## src/core/hbcs_pkg.sv

```systemverilog
`default_nettype none
package hbcs_pkg;

  typedef enum logic [7:0] {
    HBCS_STANDBY    = 8'h01,
    HBCS_FLASH_INIT = 8'h02,
    HBCS_ROM_CFG    = 8'h04,
    HBCS_STRAP_READ = 8'h08,
    HBCS_SMB_CHECK  = 8'h10,
    HBCS_SMB_CFG    = 8'h20,
    HBCS_OTP_MERGE  = 8'h40,
    HBCS_CONNECT    = 8'h80
  } hbcs_stage_e;

  // hub configuration image that the stages build up
  typedef struct packed {
    logic [3:0] dis_plus;
    logic [3:0] dis_minus;
    logic non_rem;
    logic bc_en;
  } hbcs_cfg_s;

  // raw pins from outside the clock domain
  typedef struct packed {
    logic [2:0] cfg_strap;
    logic [3:0] port_disable_plus_straps;
    logic [3:0] port_disable_minus_straps;
    logic non_removable_strap;
    logic battery_charge_strap;
    logic flash_boot_strap;
    logic smb_clk_pullup;
    logic smb_dat_pullup;
    logic soft_disconnect;
    logic clock_valid;
  } hbcs_pin_s;

  localparam logic [23:0] SIG_ADDR = 24'h03fffa;
  localparam logic [31:0] SIG_WORD = 32'h32444655;
  localparam logic [23:0] EXEC_ADDR = 24'h000000;
  localparam logic [1:0] SIG_LAST = 2'h3;
  localparam logic [2:0] STRAP_CFG1 = 3'h1;
  localparam logic [7:0] SMB_END_REG = 8'hff;
  localparam logic [7:0] SMB_REG_PORT_DIS = 8'h01;
  localparam logic [7:0] SMB_REG_PORT_OPT = 8'h02;
  localparam logic [15:0] CMD_ATTACH = 16'haa55;
  localparam logic [15:0] CMD_ATTACH_SMB = 16'haa56;
  localparam hbcs_cfg_s ROM_DEFAULT = 10'h000;
  localparam hbcs_cfg_s CFG_RESET = 10'h000;
  localparam int PHYS_PORTS = 7;

endpackage
`default_nettype wire

```

## src/core/hbcs_sequencer.sv

```systemverilog
`timescale 1ns/1ps
`default_nettype none

module hbcs_sequencer (
  input wire logic clock,
  input wire logic reset,
  input wire hbcs_pkg::hbcs_pin_s pins,
  input wire logic flash_rd_ack,
  input wire logic [7:0] flash_rd_data,
  input wire logic legacy_mode,
  input wire logic smb_wr,
  input wire logic [7:0] smb_wr_reg,
  input wire logic [7:0] smb_wr_data,
  input wire logic smb_cmd,
  input wire logic [15:0] smb_cmd_code,
  input wire hbcs_pkg::hbcs_cfg_s otp_cfg,
  input wire logic [9:0] otp_mask,
  output hbcs_pkg::hbcs_stage_e stage_r,
  output logic pll_lock_r,
  output logic flash_rd_req_r,
  output logic [23:0] flash_rd_addr_r,
  output logic flash_boot_r,
  output logic [23:0] flash_exec_addr_r,
  output logic usb2_attach_r,
  output logic superspeed_hub_on_r,
  output logic smbus_retain_r,
  output hbcs_pkg::hbcs_cfg_s cfg_r,
  output logic [6:0] phys_port_oe_r
);

  hbcs_pkg::hbcs_pin_s meta_r;
  hbcs_pkg::hbcs_pin_s pin_r;

  // two-stage synchroniser; only pin_r is looked at
  always_ff @(posedge clock or posedge reset) begin
    if (reset) begin
      meta_r <= '0;
      pin_r <= '0;
    end else begin
      meta_r <= pins;
      pin_r <= meta_r;
    end
  end

  hbcs_pkg::hbcs_stage_e stage_nxt;
  hbcs_pkg::hbcs_cfg_s cfg_nxt;
  logic pll_lock_nxt;
  logic flash_rd_req_nxt;
  logic [23:0] flash_rd_addr_nxt;
  logic flash_boot_nxt;
  logic [23:0] flash_exec_addr_nxt;
  logic usb2_attach_nxt;
  logic superspeed_hub_on_nxt;
  logic smbus_retain_nxt;
  logic [6:0] phys_port_oe_nxt;
  logic [1:0] idx_r;
  logic [1:0] idx_nxt;
  logic sig_ok_r;
  logic sig_ok_nxt;
  logic [7:0] sig_byte;
  logic smb_end;
  logic [4:0] log_en;

  always_comb begin
    stage_nxt = stage_r;
    cfg_nxt = cfg_r;
    pll_lock_nxt = pll_lock_r;
    flash_rd_req_nxt = flash_rd_req_r;
    flash_boot_nxt = flash_boot_r;
    flash_exec_addr_nxt = flash_exec_addr_r;
    usb2_attach_nxt = usb2_attach_r;
    superspeed_hub_on_nxt = superspeed_hub_on_r;
    smbus_retain_nxt = smbus_retain_r;
    idx_nxt = idx_r;
    sig_ok_nxt = sig_ok_r;
    // first byte of the signature sits at the lowest address
    sig_byte = 8'(hbcs_pkg::SIG_WORD >> {~idx_r, 3'h0});
    smb_end = legacy_mode ? (smb_wr && smb_wr_reg == hbcs_pkg::SMB_END_REG) :
      (smb_cmd && (smb_cmd_code == hbcs_pkg::CMD_ATTACH ||
                   smb_cmd_code == hbcs_pkg::CMD_ATTACH_SMB));
    case (stage_r)
      hbcs_pkg::HBCS_STANDBY: begin
        stage_nxt = hbcs_pkg::HBCS_FLASH_INIT;
      end
      hbcs_pkg::HBCS_FLASH_INIT: begin
        if (pin_r.clock_valid) begin
          pll_lock_nxt = 1'b1;
        end
        // lock needs clock_valid through both synchroniser flops, so the straps have settled too
        if (!pll_lock_r) begin
          stage_nxt = hbcs_pkg::HBCS_FLASH_INIT;
        end else if (!pin_r.flash_boot_strap) begin
          stage_nxt = hbcs_pkg::HBCS_ROM_CFG;
        end else begin
          // the flash reader on this clock may take any number of cycles
          flash_rd_req_nxt = 1'b1;
          if (flash_rd_req_r && flash_rd_ack) begin
            flash_rd_req_nxt = 1'b0;
            sig_ok_nxt = sig_ok_r && (flash_rd_data == sig_byte);
            idx_nxt = idx_r + 2'h1;
            if (idx_r == hbcs_pkg::SIG_LAST) begin
              if (sig_ok_nxt) begin
                flash_boot_nxt = 1'b1;
                flash_exec_addr_nxt = hbcs_pkg::EXEC_ADDR;
                stage_nxt = hbcs_pkg::HBCS_STRAP_READ;
              end else begin
                stage_nxt = hbcs_pkg::HBCS_ROM_CFG;
              end
            end
          end
        end
      end
      hbcs_pkg::HBCS_ROM_CFG: begin
        cfg_nxt = hbcs_pkg::ROM_DEFAULT;
        stage_nxt = hbcs_pkg::HBCS_STRAP_READ;
      end
      hbcs_pkg::HBCS_STRAP_READ: begin
        cfg_nxt.dis_plus = pin_r.port_disable_plus_straps;
        cfg_nxt.dis_minus = pin_r.port_disable_minus_straps;
        cfg_nxt.non_rem = pin_r.non_removable_strap;
        cfg_nxt.bc_en = pin_r.battery_charge_strap;
        if (pin_r.cfg_strap == hbcs_pkg::STRAP_CFG1) begin
          stage_nxt = hbcs_pkg::HBCS_SMB_CHECK;
        end else begin
          stage_nxt = hbcs_pkg::HBCS_OTP_MERGE;
        end
      end
      hbcs_pkg::HBCS_SMB_CHECK: begin
        if (pin_r.smb_clk_pullup && pin_r.smb_dat_pullup) begin
          stage_nxt = hbcs_pkg::HBCS_SMB_CFG;
        end else begin
          stage_nxt = hbcs_pkg::HBCS_OTP_MERGE;
        end
      end
      hbcs_pkg::HBCS_SMB_CFG: begin
        // no timer here: the master alone decides when to finish
        if (smb_end) begin
          smbus_retain_nxt = !legacy_mode && smb_cmd_code == hbcs_pkg::CMD_ATTACH_SMB;
          stage_nxt = hbcs_pkg::HBCS_OTP_MERGE;
        end else if (smb_wr && smb_wr_reg == hbcs_pkg::SMB_REG_PORT_DIS) begin
          cfg_nxt.dis_minus = smb_wr_data[7:4];
          cfg_nxt.dis_plus = smb_wr_data[3:0];
        end else if (smb_wr && smb_wr_reg == hbcs_pkg::SMB_REG_PORT_OPT) begin
          cfg_nxt.bc_en = smb_wr_data[1];
          cfg_nxt.non_rem = smb_wr_data[0];
        end
      end
      hbcs_pkg::HBCS_OTP_MERGE: begin
        cfg_nxt = (cfg_r & ~otp_mask) | (otp_cfg & otp_mask);
        stage_nxt = hbcs_pkg::HBCS_CONNECT;
      end
      hbcs_pkg::HBCS_CONNECT: begin
        usb2_attach_nxt = 1'b1;
        superspeed_hub_on_nxt = 1'b1;
        // a soft disconnect only clears phys_port_oe_r; the stage never leaves
      end
      default: begin
        stage_nxt = hbcs_pkg::HBCS_STANDBY;
      end
    endcase
    flash_rd_addr_nxt = hbcs_pkg::SIG_ADDR + {22'h000000, idx_nxt};
    // logical enables; logical 0 is the upstream port
    log_en[0] = 1'b1;
    for (int k = 1; k < 5; k++) begin
      log_en[k] = !(cfg_nxt.dis_plus[k-1] || cfg_nxt.dis_minus[k-1]);
    end
    if (stage_nxt == hbcs_pkg::HBCS_CONNECT && !pin_r.soft_disconnect) begin
      phys_port_oe_nxt = {1'b0, log_en[3], log_en[2], log_en[2],
                          log_en[1] || log_en[4], log_en[1], log_en[0]};
    end else begin
      phys_port_oe_nxt = 7'h00;
    end
  end

  // reset is the inverted chip reset pin: everything back to defaults
  always_ff @(posedge clock or posedge reset) begin
    if (reset) begin
      stage_r <= hbcs_pkg::HBCS_STANDBY;
      cfg_r <= hbcs_pkg::CFG_RESET;
      pll_lock_r <= 1'b0;
      flash_rd_req_r <= 1'b0;
      flash_rd_addr_r <= hbcs_pkg::SIG_ADDR;
      flash_boot_r <= 1'b0;
      flash_exec_addr_r <= hbcs_pkg::EXEC_ADDR;
      usb2_attach_r <= 1'b0;
      superspeed_hub_on_r <= 1'b0;
      smbus_retain_r <= 1'b0;
      phys_port_oe_r <= 7'h00;
      idx_r <= 2'h0;
      sig_ok_r <= 1'b1;
    end else begin
      stage_r <= stage_nxt;
      cfg_r <= cfg_nxt;
      pll_lock_r <= pll_lock_nxt;
      flash_rd_req_r <= flash_rd_req_nxt;
      flash_rd_addr_r <= flash_rd_addr_nxt;
      flash_boot_r <= flash_boot_nxt;
      flash_exec_addr_r <= flash_exec_addr_nxt;
      usb2_attach_r <= usb2_attach_nxt;
      superspeed_hub_on_r <= superspeed_hub_on_nxt;
      smbus_retain_r <= smbus_retain_nxt;
      phys_port_oe_r <= phys_port_oe_nxt;
      idx_r <= idx_nxt;
      sig_ok_r <= sig_ok_nxt;
    end
  end
endmodule

`default_nettype wire

```

## config.mk

```make
export PLATFORM = sky130hd
export DESIGN_NAME = hbcs_sequencer
export DESIGN_NICKNAME = d
export VERILOG_FILES = /design/src/core/hbcs_pkg.sv /design/src/core/hbcs_sequencer.sv
export SDC_FILE = /design/constraint.sdc
export NUM_CORES = 1
export LEC_CHECK = 0
export BUFFER_PORTS_ARGS = -buffer_cell sky130_fd_sc_hd__buf_2
export CAP_MARGIN = 20
export CORE_MARGIN = 4
export CORE_UTILIZATION = 45
export CTS_BUF_LIST = sky130_fd_sc_hd__clkbuf_16
export CTS_CLUSTER_SIZE = 16
export DETAILED_ROUTE_END_ITERATION = 6
export GPL_ROUTABILITY_DRIVEN = 0
export PLACE_DENSITY = 0.75
export SETUP_SLACK_MARGIN = 0.05
export SLEW_MARGIN = 20
export SYNTH_ARGS = -nofsm -noshare
export SYNTH_HDL_FRONTEND = slang
export SYNTH_SLANG_ARGS = --single-unit
```

## constraint.sdc

```tcl
create_clock -name clock -period 5.8 [get_ports clock]
set_input_delay 0.87 -clock clock [delete_from_list [all_inputs] [get_ports clock]]
set_output_delay 0.87 -clock clock [all_outputs]
set_load 0.03 [all_outputs]
```

### After elaboration in Yosys (flattened, before gate mapping)

Index checks and enable logic that the tools add are counted.

* register bits after elaboration: 88
* input port bits: 84
* output and inout bits: 79
* word-level logic and storage cells: 111

* $add $sub $neg: 2
* eq/ne operators: 20
* shift operators: 1
* multiplexer cells: 21
* bitwise logic cells: 5
* reductions and logical operators: 28

Operators by type and width (count)
* 8-bit one-hot mux with 8 select lines: 1
* 8-bit two-way mux: 6
* 10-bit one-hot mux with 4 select lines: 1
* 16-bit == test, second input constant: 2
* 30-bit by 5-bit right shift with 8-bit output, first input constant: 1
* 8-bit == test, second input constant: 3
* 10-bit bitwise AND: 2
* 18-bit by 2-bit adder with 19-bit output, first input constant: 1
* 8-bit by 1-bit == test with 1-bit output, second input constant: 2
* 8-bit by 2-bit == test with 1-bit output, second input constant: 2
* 7-bit two-way mux: 2
* 2-bit two-way mux: 6
* 10-bit two-way mux: 1
* 10-bit NOT: 1
* 10-bit bitwise OR: 1
* 1-bit logical AND: 9
* 8-bit by 3-bit == test with 1-bit output, second input constant: 1
* 8-bit by 4-bit == test with 1-bit output, second input constant: 1
* 8-bit by 5-bit == test with 1-bit output, second input constant: 1
* 8-bit by 6-bit == test with 1-bit output, second input constant: 1
* 8-bit by 7-bit == test with 1-bit output, second input constant: 1
* 8-bit == test: 1
* 4-bit AND reduction: 2
* 1-bit logical NOT: 6
* other kinds (13): 22

### Depth between registers and ports, before layout

Gate-level depths: netlist (run 1).

* word-level depth: 13
* gate-level depth with buffers: 7
* depth with buffers taken out: 7

### Least setup slack after synthesis (run 1)

OpenSTA, ideal clock, no wires.

* path type: in2reg
* from: input smb_wr_reg[4]
* to: register cfg_r[2] (netlist name)
* setup time: 0.126 ns
* arrival time: 2.718 ns
* data required time: 5.674 ns
* slack: 2.956 ns
* stages on the path: 5
* path buffers: 0
* cells stage by stage: or4b_4 or4_4 a211oi_4 nand2_4 a221o_1

RTL lines
* start: declaration: RTL line hbcs_sequencer.sv:12 `input wire logic [7:0] smb_wr_reg,`
* end signal: assignment: RTL line hbcs_sequencer.sv:179 `cfg_r <= hbcs_pkg::CFG_RESET;`
* end signal: assignment: RTL line hbcs_sequencer.sv:193 `cfg_r <= cfg_nxt;`
* end: declaration: RTL line hbcs_sequencer.sv:27 `output hbcs_pkg::hbcs_cfg_s cfg_r,`

==> results, run 1 <==
- The flow ran to the end, and the final reports show no timing, DRC or antenna violations.
- Per report_power, the sequential group accounts for 38.3% of the total.
- TritonCTS built the clock tree.
- The post-synthesis sequential element count is 68.
- The total DRC errors in the routed layout is 0.
- The remaining global-route overflow is 0.
- Detailed routing inserted a total of 2500 vias.
- Sorting the synthesized cells by area gives the leading types as dfrtp_1, buf_4, mux2i_1, a221o_1, dfstp_2.
- The number of instances on the worst hold path is 0.
- In this run switching power makes up 35.7% of total power.
- The combinational share of power is 30.5%.
- In this run the worst hold path is classified as reg2reg.
- The share of the synthesized area in the top cell type is 50.0%.
- The count of pins over their slew limit came to 0.
- The initial utilization of the core area, before any placement, comes to 47.1%.
- The final layout net count is 493.
- The violation count after the first detailed-route iteration is 143.
- The average wire length per cell after detail routing is 14.3 microns.
- The global-route wire length before repair is 11.2 mm.
- Averaged over all synthesized cells, the footprint is 11.3 sq um.
- The worst clock skew is 0.00433 ns.
- The hold path startpoint is meta_r[3].
- Global routing consumed, over all layers together, 17.1% of the routing resources.
- The number of buffers inserted for hold repair after clock tree synthesis is 0.
- For this design, the sink count on the clock tree is 68.
- In this run the tightest slew margin relative to its limit is 44.6%.
- Static timing analysis puts the maximum clock frequency at 364 MHz.
- The share of post-route cells with drive strength above 1 is 36.4%.
- The setup path with the least slack is of type in2reg.
- The H-tree generated during clock tree synthesis spans 3 levels.
- The final clock period utilization by the worst path is 47.4%.
- The total number of placement rows is 30.
- The worst register-to-register path has a depth of 5.
- The clock share of power is 31.2%.
- For this design, the slowest cell found on the critical path is or4_4.
- The share of the Yosys chip area taken by registers is 52.4%.
- The switching component of the power is 0.000586 W.
- In this run the static leakage power is 2.08 nW.
- The number of max-cap violations is 0.
- Using the TritonRoute via totals, the vias-per-cell ratio works out to 4.92.
- The post-CTS clock slew at the launch and capture registers of the worst setup and hold paths is 0.05 ns.
- In the synthesized netlist the async set-or-reset flop fraction comes to 100%.
- The residual antenna-violating net count after detailed routing is 0.
- Setup repair after global routing left no endpoint under its margin.
- The area of all placed cells without fillers is 0.00404 sq mm.
- The post-detailed-routing wire length is 7.27 mm.
- The sum of negative setup slack is 0 ns.
- The final HPWL from detailed placement is 5.61 mm.
- The first-pass iteration count of the detailed router is 4.
- The clock latency on the worst-skew pair is 0.32 ns.
- For this run, the number of Yosys warnings is 0.
- The number of diodes is 0.
- For the worst setup path, the data arrival time is 2.95 ns.
- The worst setup path startpoint is smb_wr_reg[4].
- The number of placed cells counting well taps is 492.
- The root cell of the clock tree is clkbuf_16.
- The post-CTS setup buffer count is 0.
- The startpoint type of the worst setup path is a primary input.
- The clock tree buffer depth is 2.
- The count of different cell masters after synthesis is 55.
- The most frequently used flop master after synthesis is dfrtp_1.
- Traced cell by cell, the critical path runs through buf_2, or4b_4, or4_4, a211oi_4, nand2_4, a221o_1.
- The number of endpoints failing setup at the final stage is 0.
- The die width is 93.0 microns.
- After floorplanning, the core was sized to cover 0.00691 sq mm.
- Synthesis produced a netlist whose cell count is 287.
- The die covers 0.00865 sq mm.
- Summed over all instances, the cell type with the most area after synthesis is dfrtp_1.
- The origin of the critical flop-to-flop path is stage_r[6].
- Dividing total power by cell area gives a power density of 406 mW/mm^2.
- In this run the cell area of the synthesized design comes to 0.00325 sq mm.
- The area growth from synthesis to layout is 24.0%.
- The worst-case vdd ir drop is 0.218 mV.
- The via count of the first global-routing pass was 2420.
- The pin count of the biggest net entering global routing is 69.
- The type of element capturing the critical path is a flop.
- The internal portion of the total power is 0.00105 W.
- The post-layout total power is 0.00164 W.
- In this run, synthesis inferred 0 flip-flops with an integrated enable.
- During placement, the flow inserted port buffers numbering 116.
- The cell area after placement is 0.00375 sq mm.
- The number of antenna violations at the first check in global routing is 0.
- The number of gates given a new drive strength after cts is 0.
- The I/O pin count is 163.
- In this run, CTS created clock tree buffers numbering 9.
- The largest single stage delay on the critical path is 0.54 ns.
- Fill cells in the final layout number 595.
- The final count of hold timing violations is 0.
- The post-layout minimum cycle time is 2.75 ns.
- The highest net fanout along the worst path is 8.
- The finished layout holds 508 standard cells, fillers aside.
- Measured along the y axis, the die boundary spans 93.0 microns.
- At the pin with the least slew margin, the transition time is 0.823 ns.
- The data required time at the worst endpoint is 6.00 ns.
-- stage by stage --
stage | util, % | hold slack, ns | setup slack (ns)
floorplan | - | 0.331 | 2.96
detailed placement | 54.3 | 0.335 | 2.71
global route | 58.4 | 0.349 | 3.00
finish | 58.4 | 0.344 | 3.05
global placement | 54.3 | 0.332 | 2.78
CTS | 58.4 | 0.345 | 3.07
-- cell families after synthesis --
group / Yosys count / synth area share, %
buffers and inverters: 61 / 12.6
AOI/OAI and AO/OA: 51 / 12.2
and+or+nand+nor: 81 / 15.2
DFF: 68 / 52.4
muxes: 14 / 4.42
adders and majority gates: 2 / 0.769
xor gates and xnor gates: 8 / 2.15
other: 2 / 0.231
-- final timing paths --
check | endpoint | slack [ns]
worst max-delay path | cfg_r[3] | 3.05
min in group asynchronous | pin_r[17] | 0.78
worst max register to register | flash_rd_addr_r[2] | 3.33
worst min-delay path | pin_r[3] | 0.34
worst min register to register | pin_r[3] | 0.34
max in group asynchronous | meta_r[14] | 4.47
-- metal layers --
metal  track usage [%]  share of wire [%]  vias up
met5                 0                  0        -
met4              9.04                2.3        0
met3              4.18                8.3       16
met2              28.7                 51      123
met1              20.1                 38     1193
li1                  -                  -     1168
-- synth_stat cells, types with 2 or more instances --
master / count
a211oi_4: 2
a21o_1: 4
a21oi_1: 11
a221o_1: 8
a22oi_1: 2
a31oi_1: 2
and2_1: 3
and3_1: 2
buf_4: 48
clkbuf_1: 4
conb_1: 2
dfrtp_1: 65
dfstp_2: 3
ha_1: 2
inv_1: 9
mux2_2: 3
mux2i_1: 11
nand2_1: 12
nand2b_1: 4
nand3_1: 4
nand4_1: 2
nand4bb_1: 2
nor2_1: 21
nor3_1: 2
nor4_1: 5
nor4b_1: 4
nor4bb_1: 2
o21a_1: 2
o21ai_0: 7
o2bb2ai_1: 4
or3_1: 4
or3b_2: 2
xnor2_1: 5
xor2_1: 3
-- final cells by class --
type	count	area [sq um]	share of cell area, %
clock buffers	9	225	5.58
clock inverters	7	58.8	1.46
inverters	9	33.8	0.837
multi-input cells	202	1300	32.3
flip-flops and latches	68	1710	42.3
well taps	96	120	2.98
repair buffers	117	588	14.6
-- power by group through the flow --
stage	Clock, W	Combinational, W	Sequential (W)
6_report	0.000512	0.000499	0.000628
5_1_grt	0.000544	0.000539	0.000641
4_1_cts	0.000523	0.000501	0.000628
3_5_place_dp	0	0.000499	0.000635
3_3_place_gp	0	0.000490	0.000632
2_1_floorplan	0	0.000275	0.000730
-- worst max-delay path: cells and delay by family --
| family | cells | cell delay (ns) |
|---|---|---|
| buffers and inverters | 1 | 0.11 |
| and+or+nand+nor | 3 | 1.20 |
| AOI/OAI and AO/OA | 2 | 0.77 |
-- flip-flops by register name, indices dropped and copies added, names as in the netlist, 2 cells and up --
register and count:
stage_r 8, pin_r 18, phys_port_oe_r 5, meta_r 18, flash_rd_addr_r 2, cfg_r 10
-- cell usage in the layout (no fill, tap or decap), types with 5 or more instances in the layout --
master,Yosys,final
buf_2,0,116
dfrtp_1,65,65
conb_1,2,46
nor2_1,21,21
nand2_1,12,12
a21oi_1,11,11
mux2i_1,11,11
inv_1,9,9
clkbuf_16,0,9
a221o_1,8,8
o21ai_0,7,7
nor4_1,5,5
xnor2_1,5,5
Power figures use the tool's default switching activity.
==> inputs of run 2 (changes only) <==
--- a/config.mk
+++ b/config.mk
@@ -5,6 +5,7 @@
 export SDC_FILE = /design/constraint.sdc
 export NUM_CORES = 1
 export LEC_CHECK = 0
+export ABC_AREA = 1
 export BUFFER_PORTS_ARGS = -buffer_cell sky130_fd_sc_hd__buf_2
 export CAP_MARGIN = 20
 export CORE_MARGIN = 4
@@ -13,7 +14,7 @@
 export CTS_CLUSTER_SIZE = 16
 export DETAILED_ROUTE_END_ITERATION = 6
 export GPL_ROUTABILITY_DRIVEN = 0
-export PLACE_DENSITY = 0.75
+export PLACE_DENSITY = 0.74
 export SETUP_SLACK_MARGIN = 0.05
 export SLEW_MARGIN = 20
 export SYNTH_ARGS = -nofsm -noshare
==> constraint.sdc (replaced) <==
create_clock -name clock -period 2.7 [get_ports clock]
set_input_delay 0.405 -clock clock [delete_from_list [all_inputs] [get_ports clock]]
set_output_delay 0.405 -clock clock [all_outputs]
set_load 0.03 [all_outputs]
==> run 2 against run 1 <==
Register-to-register slack got worse by 2.7 ns; cell area rose by 5.0%; worst hold slack got worse by 0.20 ns; flip-flop and latch count did not move; sequential power rose by 110%; setup slack got worse by 2.4 ns; area after synthesis rose by 5.2%; power rose by 120%; combinational power rose by 120%; non-clock buffer count did not move; largest cell class unchanged; largest power group unchanged; highest routed layer unchanged.
==> results, run 2 <==
- Run status: finished clean (unchanged).
- The number of gates given a new drive strength after cts is 0 (unchanged).
- The I/O pin count came to 163 (unchanged).
- The die boundary height is 95.2 microns (was 93.0 microns).
- The sequential area share after synthesis is 49.8% (was 52.4%).
- The number of antenna violations at the first check in global routing is 0 (unchanged).
- The smallest clock period supported by the final layout is computed as 2.03 ns.
- The type of element capturing the critical path is a flop (unchanged).
- The post-synthesis sequential element count was 68 (unchanged).
- The maximum achievable frequency is 494 MHz.
- Top Registers: meta_r x18, pin_r x18, cfg_r x10 (unchanged).
- The clock tree buffer depth came to 2 (unchanged).
- The worst-case vdd ir drop was 0.503 mV (was 0.218 mV).
- The post-synthesis instance total was 414 (was 287).
- The final HPWL from detailed placement is 6.23 mm (was 5.61 mm).
- The total DRC errors in the routed layout is 0 (unchanged).
- The die width was 95.2 microns (was 93.0 microns).
- The data required time at the worst endpoint is 2.94 ns (was 6.00 ns).
- The cell area after placement is 0.00394 sq mm (was 0.00375 sq mm).
- The mean cell area of the mapped netlist is 8.27 sq um (was 11.3 sq um).
- The number of endpoints failing setup at the final stage came to 0 (unchanged).
- Most instantiated cells after synthesis: nand2_1, dfrtp_1, inv_1, buf_4, nor2_1 (was dfrtp_1, buf_4, nor2_1, nand2_1).
- The number of diodes came to 0 (unchanged).
- The worst clock skew is 0.00515 ns (was 0.00433 ns).
- The overall global routing resource usage is 17.0% (was 17.1%).
- Setup repair after global routing missed its margin: false (unchanged).
- The worst-case hold slack is 0.148 ns (was 0.344 ns).
- The initial standard-cell utilization of the core was 46.7% (was 47.1%).
- The placeable core region was 0.00733 sq mm (was 0.00691 sq mm).
- Commonest non-fill, non-tap cells in the layout: buf_2, nand2_1, dfrtp_1 (was buf_2, dfrtp_1, conb_1).
- The final layout net count is 623 (was 493).
- The vias per cell is 4.43 (was 4.92).
- The pin count of the biggest net entering global routing was 44 (was 69).
- The root cell of the clock tree is clkbuf_16 (unchanged).
- The most frequently used flop master after synthesis is dfrtp_1 (unchanged).
- The leakage power of the design is 2.50 nW (was 2.08 nW).
- The post-synthesis instance area is 0.00342 sq mm (was 0.00325 sq mm).
- The final count of hold timing violations is 0 (unchanged).
- The sum of negative setup slack came to 0 ns (unchanged).
- The class of the tightest hold or removal check is in2async (was reg2reg).
- Dominant cells by area after synthesis: dfrtp_1, nand2_1, buf_4, inv_1, nand3_1 (was dfrtp_1, buf_4, mux2i_1, a221o_1, dfstp_2).
- The total power divided by cell area is 841 mW/mm^2 (was 406 mW/mm^2).
- The violation count after the first detailed-route iteration is 70 (was 143).
- The number of max-cap violations came to 0 (unchanged).
- The first-pass iteration count of the detailed router is 4 (unchanged).
- The global-route wire length before repair is 11.8 mm (was 11.2 mm).
- The cell accounting for the most synthesized area is dfrtp_1 (unchanged).
- The post-detailed-routing wire length is 7.71 mm (was 7.27 mm).
- The share of the synthesized area in the top cell type is 47.5% (was 50.0%).
- The total via count after detailed routing was 2840 (was 2500).
- The average wire length per cell after detail routing was 12.0 microns (was 14.3 microns).
- The share of post-route cells with drive strength above 1 is 29.7% (was 36.4%).
- The area of all placed cells without fillers is 0.00424 sq mm (was 0.00404 sq mm).
- The reg2reg setup slack was 0.67 ns (was 3.33 ns).
- The die area is 0.00906 sq mm (was 0.00865 sq mm).
- The warning count from the yosys run came to 0 (unchanged).
- The post-CTS clock slew at the launch and capture registers of the worst setup and hold paths is 0.06 ns (was 0.05 ns).
- The count of pins over their slew limit is 0 (unchanged).
- The number of synthesized flops with an enable pin is 0 (unchanged).
- The residual antenna-violating net count after detailed routing was 0 (unchanged).
- The remaining global-route overflow was 0 (unchanged).
- The count of different cell masters after synthesis is 30 (was 55).
- The arrival time at the worst endpoint came to 2.27 ns (was 2.95 ns).
- The number of clock sinks is 68 (unchanged).
- The share of flip-flops with an asynchronous set or reset is 100% (unchanged).
- The relative slew slack is 60.8% (was 44.6%).
- The fill cell instance count of the final layout is 687 (was 595).
- The number of buffers added on ports is 116 (unchanged).
- The most frequently used cell type in the post-synthesis netlist is nand2_1 (was dfrtp_1).
- The type of the worst setup path is reg2reg (was in2reg).
- The layout-stage area growth over the synthesis result came to 23.8% (was 24.0%).
- The most frequent standard cell in the layout excluding fill and tap cells is buf_2 (unchanged).
- The maximum level of the CTS H-tree came to 3 (unchanged).
- The final clock period utilization by the worst path is 75.0%.
- The total number of placement rows is 31 (was 30).
- The clock latency on the worst-skew pair came to 0.32 ns (about the same).
- The post-CTS setup buffer count is 0 (unchanged).
- The actual transition at the worst max-transition pin was 0.587 ns (was 0.823 ns).
- The CTS tree is yes (unchanged).
- The number of buffers inserted for hold repair after clock tree synthesis came to 0 (unchanged).
- The post-layout total power came to 0.00356 W (was 0.00164 W).
- The final core utilization is 57.8% (was 58.4%).
- The highest net fanout along the worst path was 6 (was 8).
- The startpoint type of the worst setup path is a flop (was primary input).
- The number of buffers created by CTS came to 9 (unchanged).
- The via count of the first global-routing pass is 2676 (was 2420).
[run 2: cell type report]
cell class	count	area (sq um)	share of cell area [%]
repair buffers	117	601	14.2
clock buffers	9	225	5.32
flip-flops and latches	68	1710	40.3
well taps	99	124	2.92
inverters	73	274	6.47
multi-input cells	268	1240	29.3
clock inverters	7	67.6	1.59
[run 2: cells by family after synthesis]
kind of cell	share of synthesized area [%]
simple gates	25.6
buf+inv	18.8
flops	49.8
compound gates	4.39
xor+xnor	0.512
fa+ha+maj	0.731
other cells	0.219
[run 2: per-stage QoR]
step / cells / setup WS, ns
6_report: 641 / 0.675
5_1_grt: 641 / 0.486
4_1_cts: 641 / 0.641
3_5_place_dp: 625 / 0.625
3_3_place_gp: 625 / 0.824
2_1_floorplan: 458 / 0.588
[run 2: worst paths after layout]
kind / start / end / cells after the start
min in group clock: pins[9] / meta_r[9] / 1
worst min register to register: meta_r[14] / pin_r[14] / 0
max in group asynchronous: reset / pin_r[15] / 3
worst max register to register: idx_r[0] / phys_port_oe_r[2] / 11
worst max-delay path: idx_r[0] / phys_port_oe_r[2] / 11
worst min-delay path: reset / cfg_r[2] / 2
[run 2: power by group]
part	internal, W	switching [W]	leakage (nW)
logic	0.000333	0.000789	1.54
clock network	0.000708	0.000413	0.140
registers	0.00120	0.000120	0.820
[run 2: per-layer routing]
metal	wire [microns]	vias up	part of all wire [%]	global-route usage, %
met5	0	-	0	0
met4	165	0	2.1	9.25
met3	693	14	9.0	3.79
met2	3860	113	50	28.7
met1	2990	1284	39	20.1
li1	-	1429	-	-
[run 2: critical path: stages (launching register included)]
cell and delay, ns:
dfrtp_1 0.43, inv_1 0.07, ha_1 0.32, xor2_1 0.17
nand2_1 0.09, nor2_1 0.14, nand3_1 0.09, nand2_1 0.09
nand2_1 0.06, nor2_1 0.09, nand4_1 0.23, a21oi_2 0.18
==> inputs of run 3 (changes only) <==
--- a/config.mk
+++ b/config.mk
@@ -5,16 +5,16 @@
 export SDC_FILE = /design/constraint.sdc
 export NUM_CORES = 1
 export LEC_CHECK = 0
-export ABC_AREA = 1
+export ABC_AREA = 0
 export BUFFER_PORTS_ARGS = -buffer_cell sky130_fd_sc_hd__buf_2
 export CAP_MARGIN = 20
 export CORE_MARGIN = 4
-export CORE_UTILIZATION = 45
+export CORE_UTILIZATION = 41
 export CTS_BUF_LIST = sky130_fd_sc_hd__clkbuf_16
 export CTS_CLUSTER_SIZE = 16
 export DETAILED_ROUTE_END_ITERATION = 6
 export GPL_ROUTABILITY_DRIVEN = 0
-export PLACE_DENSITY = 0.74
+export PLACE_DENSITY = 0.72
 export SETUP_SLACK_MARGIN = 0.05
 export SLEW_MARGIN = 20
 export SYNTH_ARGS = -nofsm -noshare
==> constraint.sdc (replaced) <==
create_clock -name clock -period 1.6 [get_ports clock]
set_input_delay 0.24 -clock clock [delete_from_list [all_inputs] [get_ports clock]]
set_output_delay 0.24 -clock clock [all_outputs]
set_load 0.03 [all_outputs]
==> run 3 against run 2 <==
The run now ends with setup timing left; combinational power is 140% higher; highest routed layer unchanged; critical path type unchanged; setup slack lost 1.0 ns; sequential share of layout area fell by 5.1 points; fmax increased by 2.6%; sequential power grew 71%.
==> results, run 3 (synthesis results as in run 1) <==
- The total via count after detailed routing came to 2792 (was 2840).
- The root cell of the clock tree is clkbuf_16 (unchanged).
- The placeable core region is 0.00773 sq mm (was 0.00733 sq mm).
- The maximum level of the CTS H-tree was 3 (unchanged).
- The share of post-route cells with drive strength above 1 is 54.8% (was 29.7%).
- The placement-stage worst setup slack is -0.775 ns (was 0.625 ns).
- The number of clock sinks is 68 (unchanged).
- The number of cells traversed by the worst register-to-register path is 5 (was 11).
- The total power divided by cell area is 1430 mW/mm^2 (was 841 mW/mm^2).
- The data required time at the worst endpoint is 1.84 ns (was 2.94 ns).
- The highest net fanout along the worst path is 8 (was 6).
- The total number of placement rows is 32 (was 31).
- The layout-stage area growth over the synthesis result is 49.9% (was 23.8%).
- The leakage power of the design came to 2.42 nW (was 2.50 nW).
- The first-pass iteration count of the detailed router is 5 (was 4).
- The final cell count without fillers came to 575 (was 641).
- The number of placed cells counting well taps is 550 (was 625).
- The overall global routing resource usage is 17.1% (was 17.0%).
- The via count of the first global-routing pass is 2875 (was 2676).
- The number of max-cap violations is 0 (unchanged).
- Commonest non-fill, non-tap cells in the layout: buf_2, dfrtp_1, buf_4 (was buf_2, nand2_1, dfrtp_1).
- The post-CTS clock slew at the launch and capture registers of the worst setup and hold paths came to 0.06 ns (about the same).
- The worst-case hold slack came to 0.0184 ns (was 0.148 ns).
- The most used routing layer in global routing is met2 (unchanged).
- The maximum achievable frequency was 507 MHz (was 494 MHz).
- The number of endpoints failing setup at the final stage is 26 (was 0).
- The post-layout minimum cycle time came to 1.97 ns (was 2.03 ns).
- The post-route worst setup slack is -0.374 ns (was 0.675 ns).
- The violation count after the first detailed-route iteration came to 137 (was 70).
- The clock tree buffer depth is 2 (unchanged).
- The residual antenna-violating net count after detailed routing is 0 (unchanged).
- The fill cell instance count of the final layout is 602 (was 687).
- The clock latency on the worst-skew pair is 0.32 ns (about the same).
- The number of buffers created by CTS is 9 (unchanged).
- The final count of hold timing violations is 0 (unchanged).
- The number of antenna violations at the first check in global routing was 0 (unchanged).
- The initial standard-cell utilization of the core came to 42.1% (was 46.7%).
- The met3 track demand over resource in global routing is 4.09% (was 3.79%).
- The type of the worst setup path is reg2reg (unchanged).
- The final clock period utilization by the worst path is 123% (was 75.0%).
- The remaining global-route overflow was 0 (unchanged).
- The die boundary height is 97.1 microns (was 95.2 microns).
- The checks that failed: setup timing.
- The die width is 97.1 microns (was 95.2 microns).
- The total DRC errors in the routed layout is 0 (unchanged).
- The type of element capturing the critical path is a flop (unchanged).
- The final HPWL from detailed placement is 6.34 mm (was 6.23 mm).
- The final layout net count is 554 (was 623).
- The worst setup path startpoint is stage_r[3] (was idx_r[0]).
- In this run the most critical hold path is launched from pins[14].
- The post-detailed-routing wire length is 8.33 mm (was 7.71 mm).
- The met2 capacity usage during global routing is 31.8% (was 28.7%).
- The count of pins over their slew limit was 0 (unchanged).
- The met1 usage in global routing is 18.8% (was 20.1%).
- Top Registers: meta_r x18, pin_r x18, cfg_r x10 (unchanged).
- The CTS tree is yes (unchanged).
- Run status: complete, but fails checks (was finished clean).
- The most frequent standard cell in the layout excluding fill and tap cells was buf_2 (unchanged).
- The startpoint type of the worst setup path is a flop (unchanged).
- The worst clock skew came to 0.00577 ns (was 0.00515 ns).
- The number of diodes is 0 (unchanged).
- The arrival time at the worst endpoint is 2.22 ns (was 2.27 ns).
- The origin of the critical flop-to-flop path is stage_r[3] (was idx_r[0]).
- The die area was 0.00942 sq mm (was 0.00906 sq mm).
- The average wire length per cell after detail routing came to 14.5 microns (was 12.0 microns).
- The final core utilization was 63.1% (was 57.8%).
- The footprint of the multi-input gates is 0.00157 sq mm (was 0.00124 sq mm).
- The worst-case vdd ir drop was 0.625 mV (was 0.503 mV).
- The pin count of the biggest net entering global routing came to 36 (was 44).
- The class of the tightest hold or removal check is in2reg (was in2async).
- The number of buffers added on ports is 116 (unchanged).
- The global-route wire length before repair is 13.1 mm (was 11.8 mm).
- The I/O pin count came to 163 (unchanged).
- The vias per cell came to 4.86 (was 4.43).
- The sequential cell area in the final layout is 0.00172 sq mm (was 0.00171 sq mm).
- The number of instances on the worst hold path is 1.
- Setup repair after global routing missed its margin: true (was false).
-- run 3: changes by cell type in the layout (fill, tap and decap cells not counted), moves of 10 or more --
cell,change
nor2_1,-10
nand2_1,-92
inv_1,-58
nand3_1,-23
buf_4,+51
mux2i_1,+11
buf_6,+11
-- run 3: layer usage --
metal	wire length [microns]	vias to the layer above
li1	-	1297
met1	3030	1350
met2	4540	127
met3	577	18
met4	174	0
met5	0	-
-- run 3: worst max-delay path: stages, from the launching register on --
cell and delay, ns:
dfrtp_2 0.48, or3_4 0.37, nor4_4 0.29, nand2b_1 0.19
or3_4 0.41, o22ai_2 0.15
-- run 3: repair_timing --
item                                    4_1_cts  5_1_grt
pin swaps                                    22        8
gates resized for setup                      26       20
hold buffers                                  1        0
endpoints found under the setup margin       26       31
buffers inserted                              8        6
hold endpoints to repair                     13        0
-- run 3: report_power, final --
part	switching, W	internal, W	total (W)
Sequential	0.000253	0.00201	0.00226
Combinational	0.00148	0.00116	0.00264
Clock	0.000703	0.00135	0.00206
Total	0.00244	0.00452	0.00696
-- run 3: area by class of cell --
type / instances / area share, %
sequential: 68 / 35.2
multi-input combinational: 202 / 32.2
timing repair buffer: 178 / 22.7
clock buffer: 9 / 4.62
tap: 102 / 2.62
clock inverter: 7 / 1.87
inverter: 9 / 0.770
-- run 3: per-stage QoR --
stage          cell area, sq um  TNS, ns  total power (W)
2_1_floorplan              3570    -8.13          0.00382
3_3_place_gp               4300    -9.77          0.00453
3_5_place_dp               4300   -10.42          0.00460
4_1_cts                    4800    -5.50          0.00687
5_1_grt                    4880    -7.60          0.00733
6_report                   4880    -5.91          0.00696
-- run 3: path summary, 6_finish.rpt --
check,slack (ns),endpoint
min reg2reg,0.34,pin_r[17]
max reg2reg,-0.37,phys_port_oe_r[2]
min,0.02,meta_r[14]
max in group asynchronous,0.54,flash_rd_addr_r[1]
min in group asynchronous,0.47,stage_r[4]
max,-0.37,phys_port_oe_r[2]
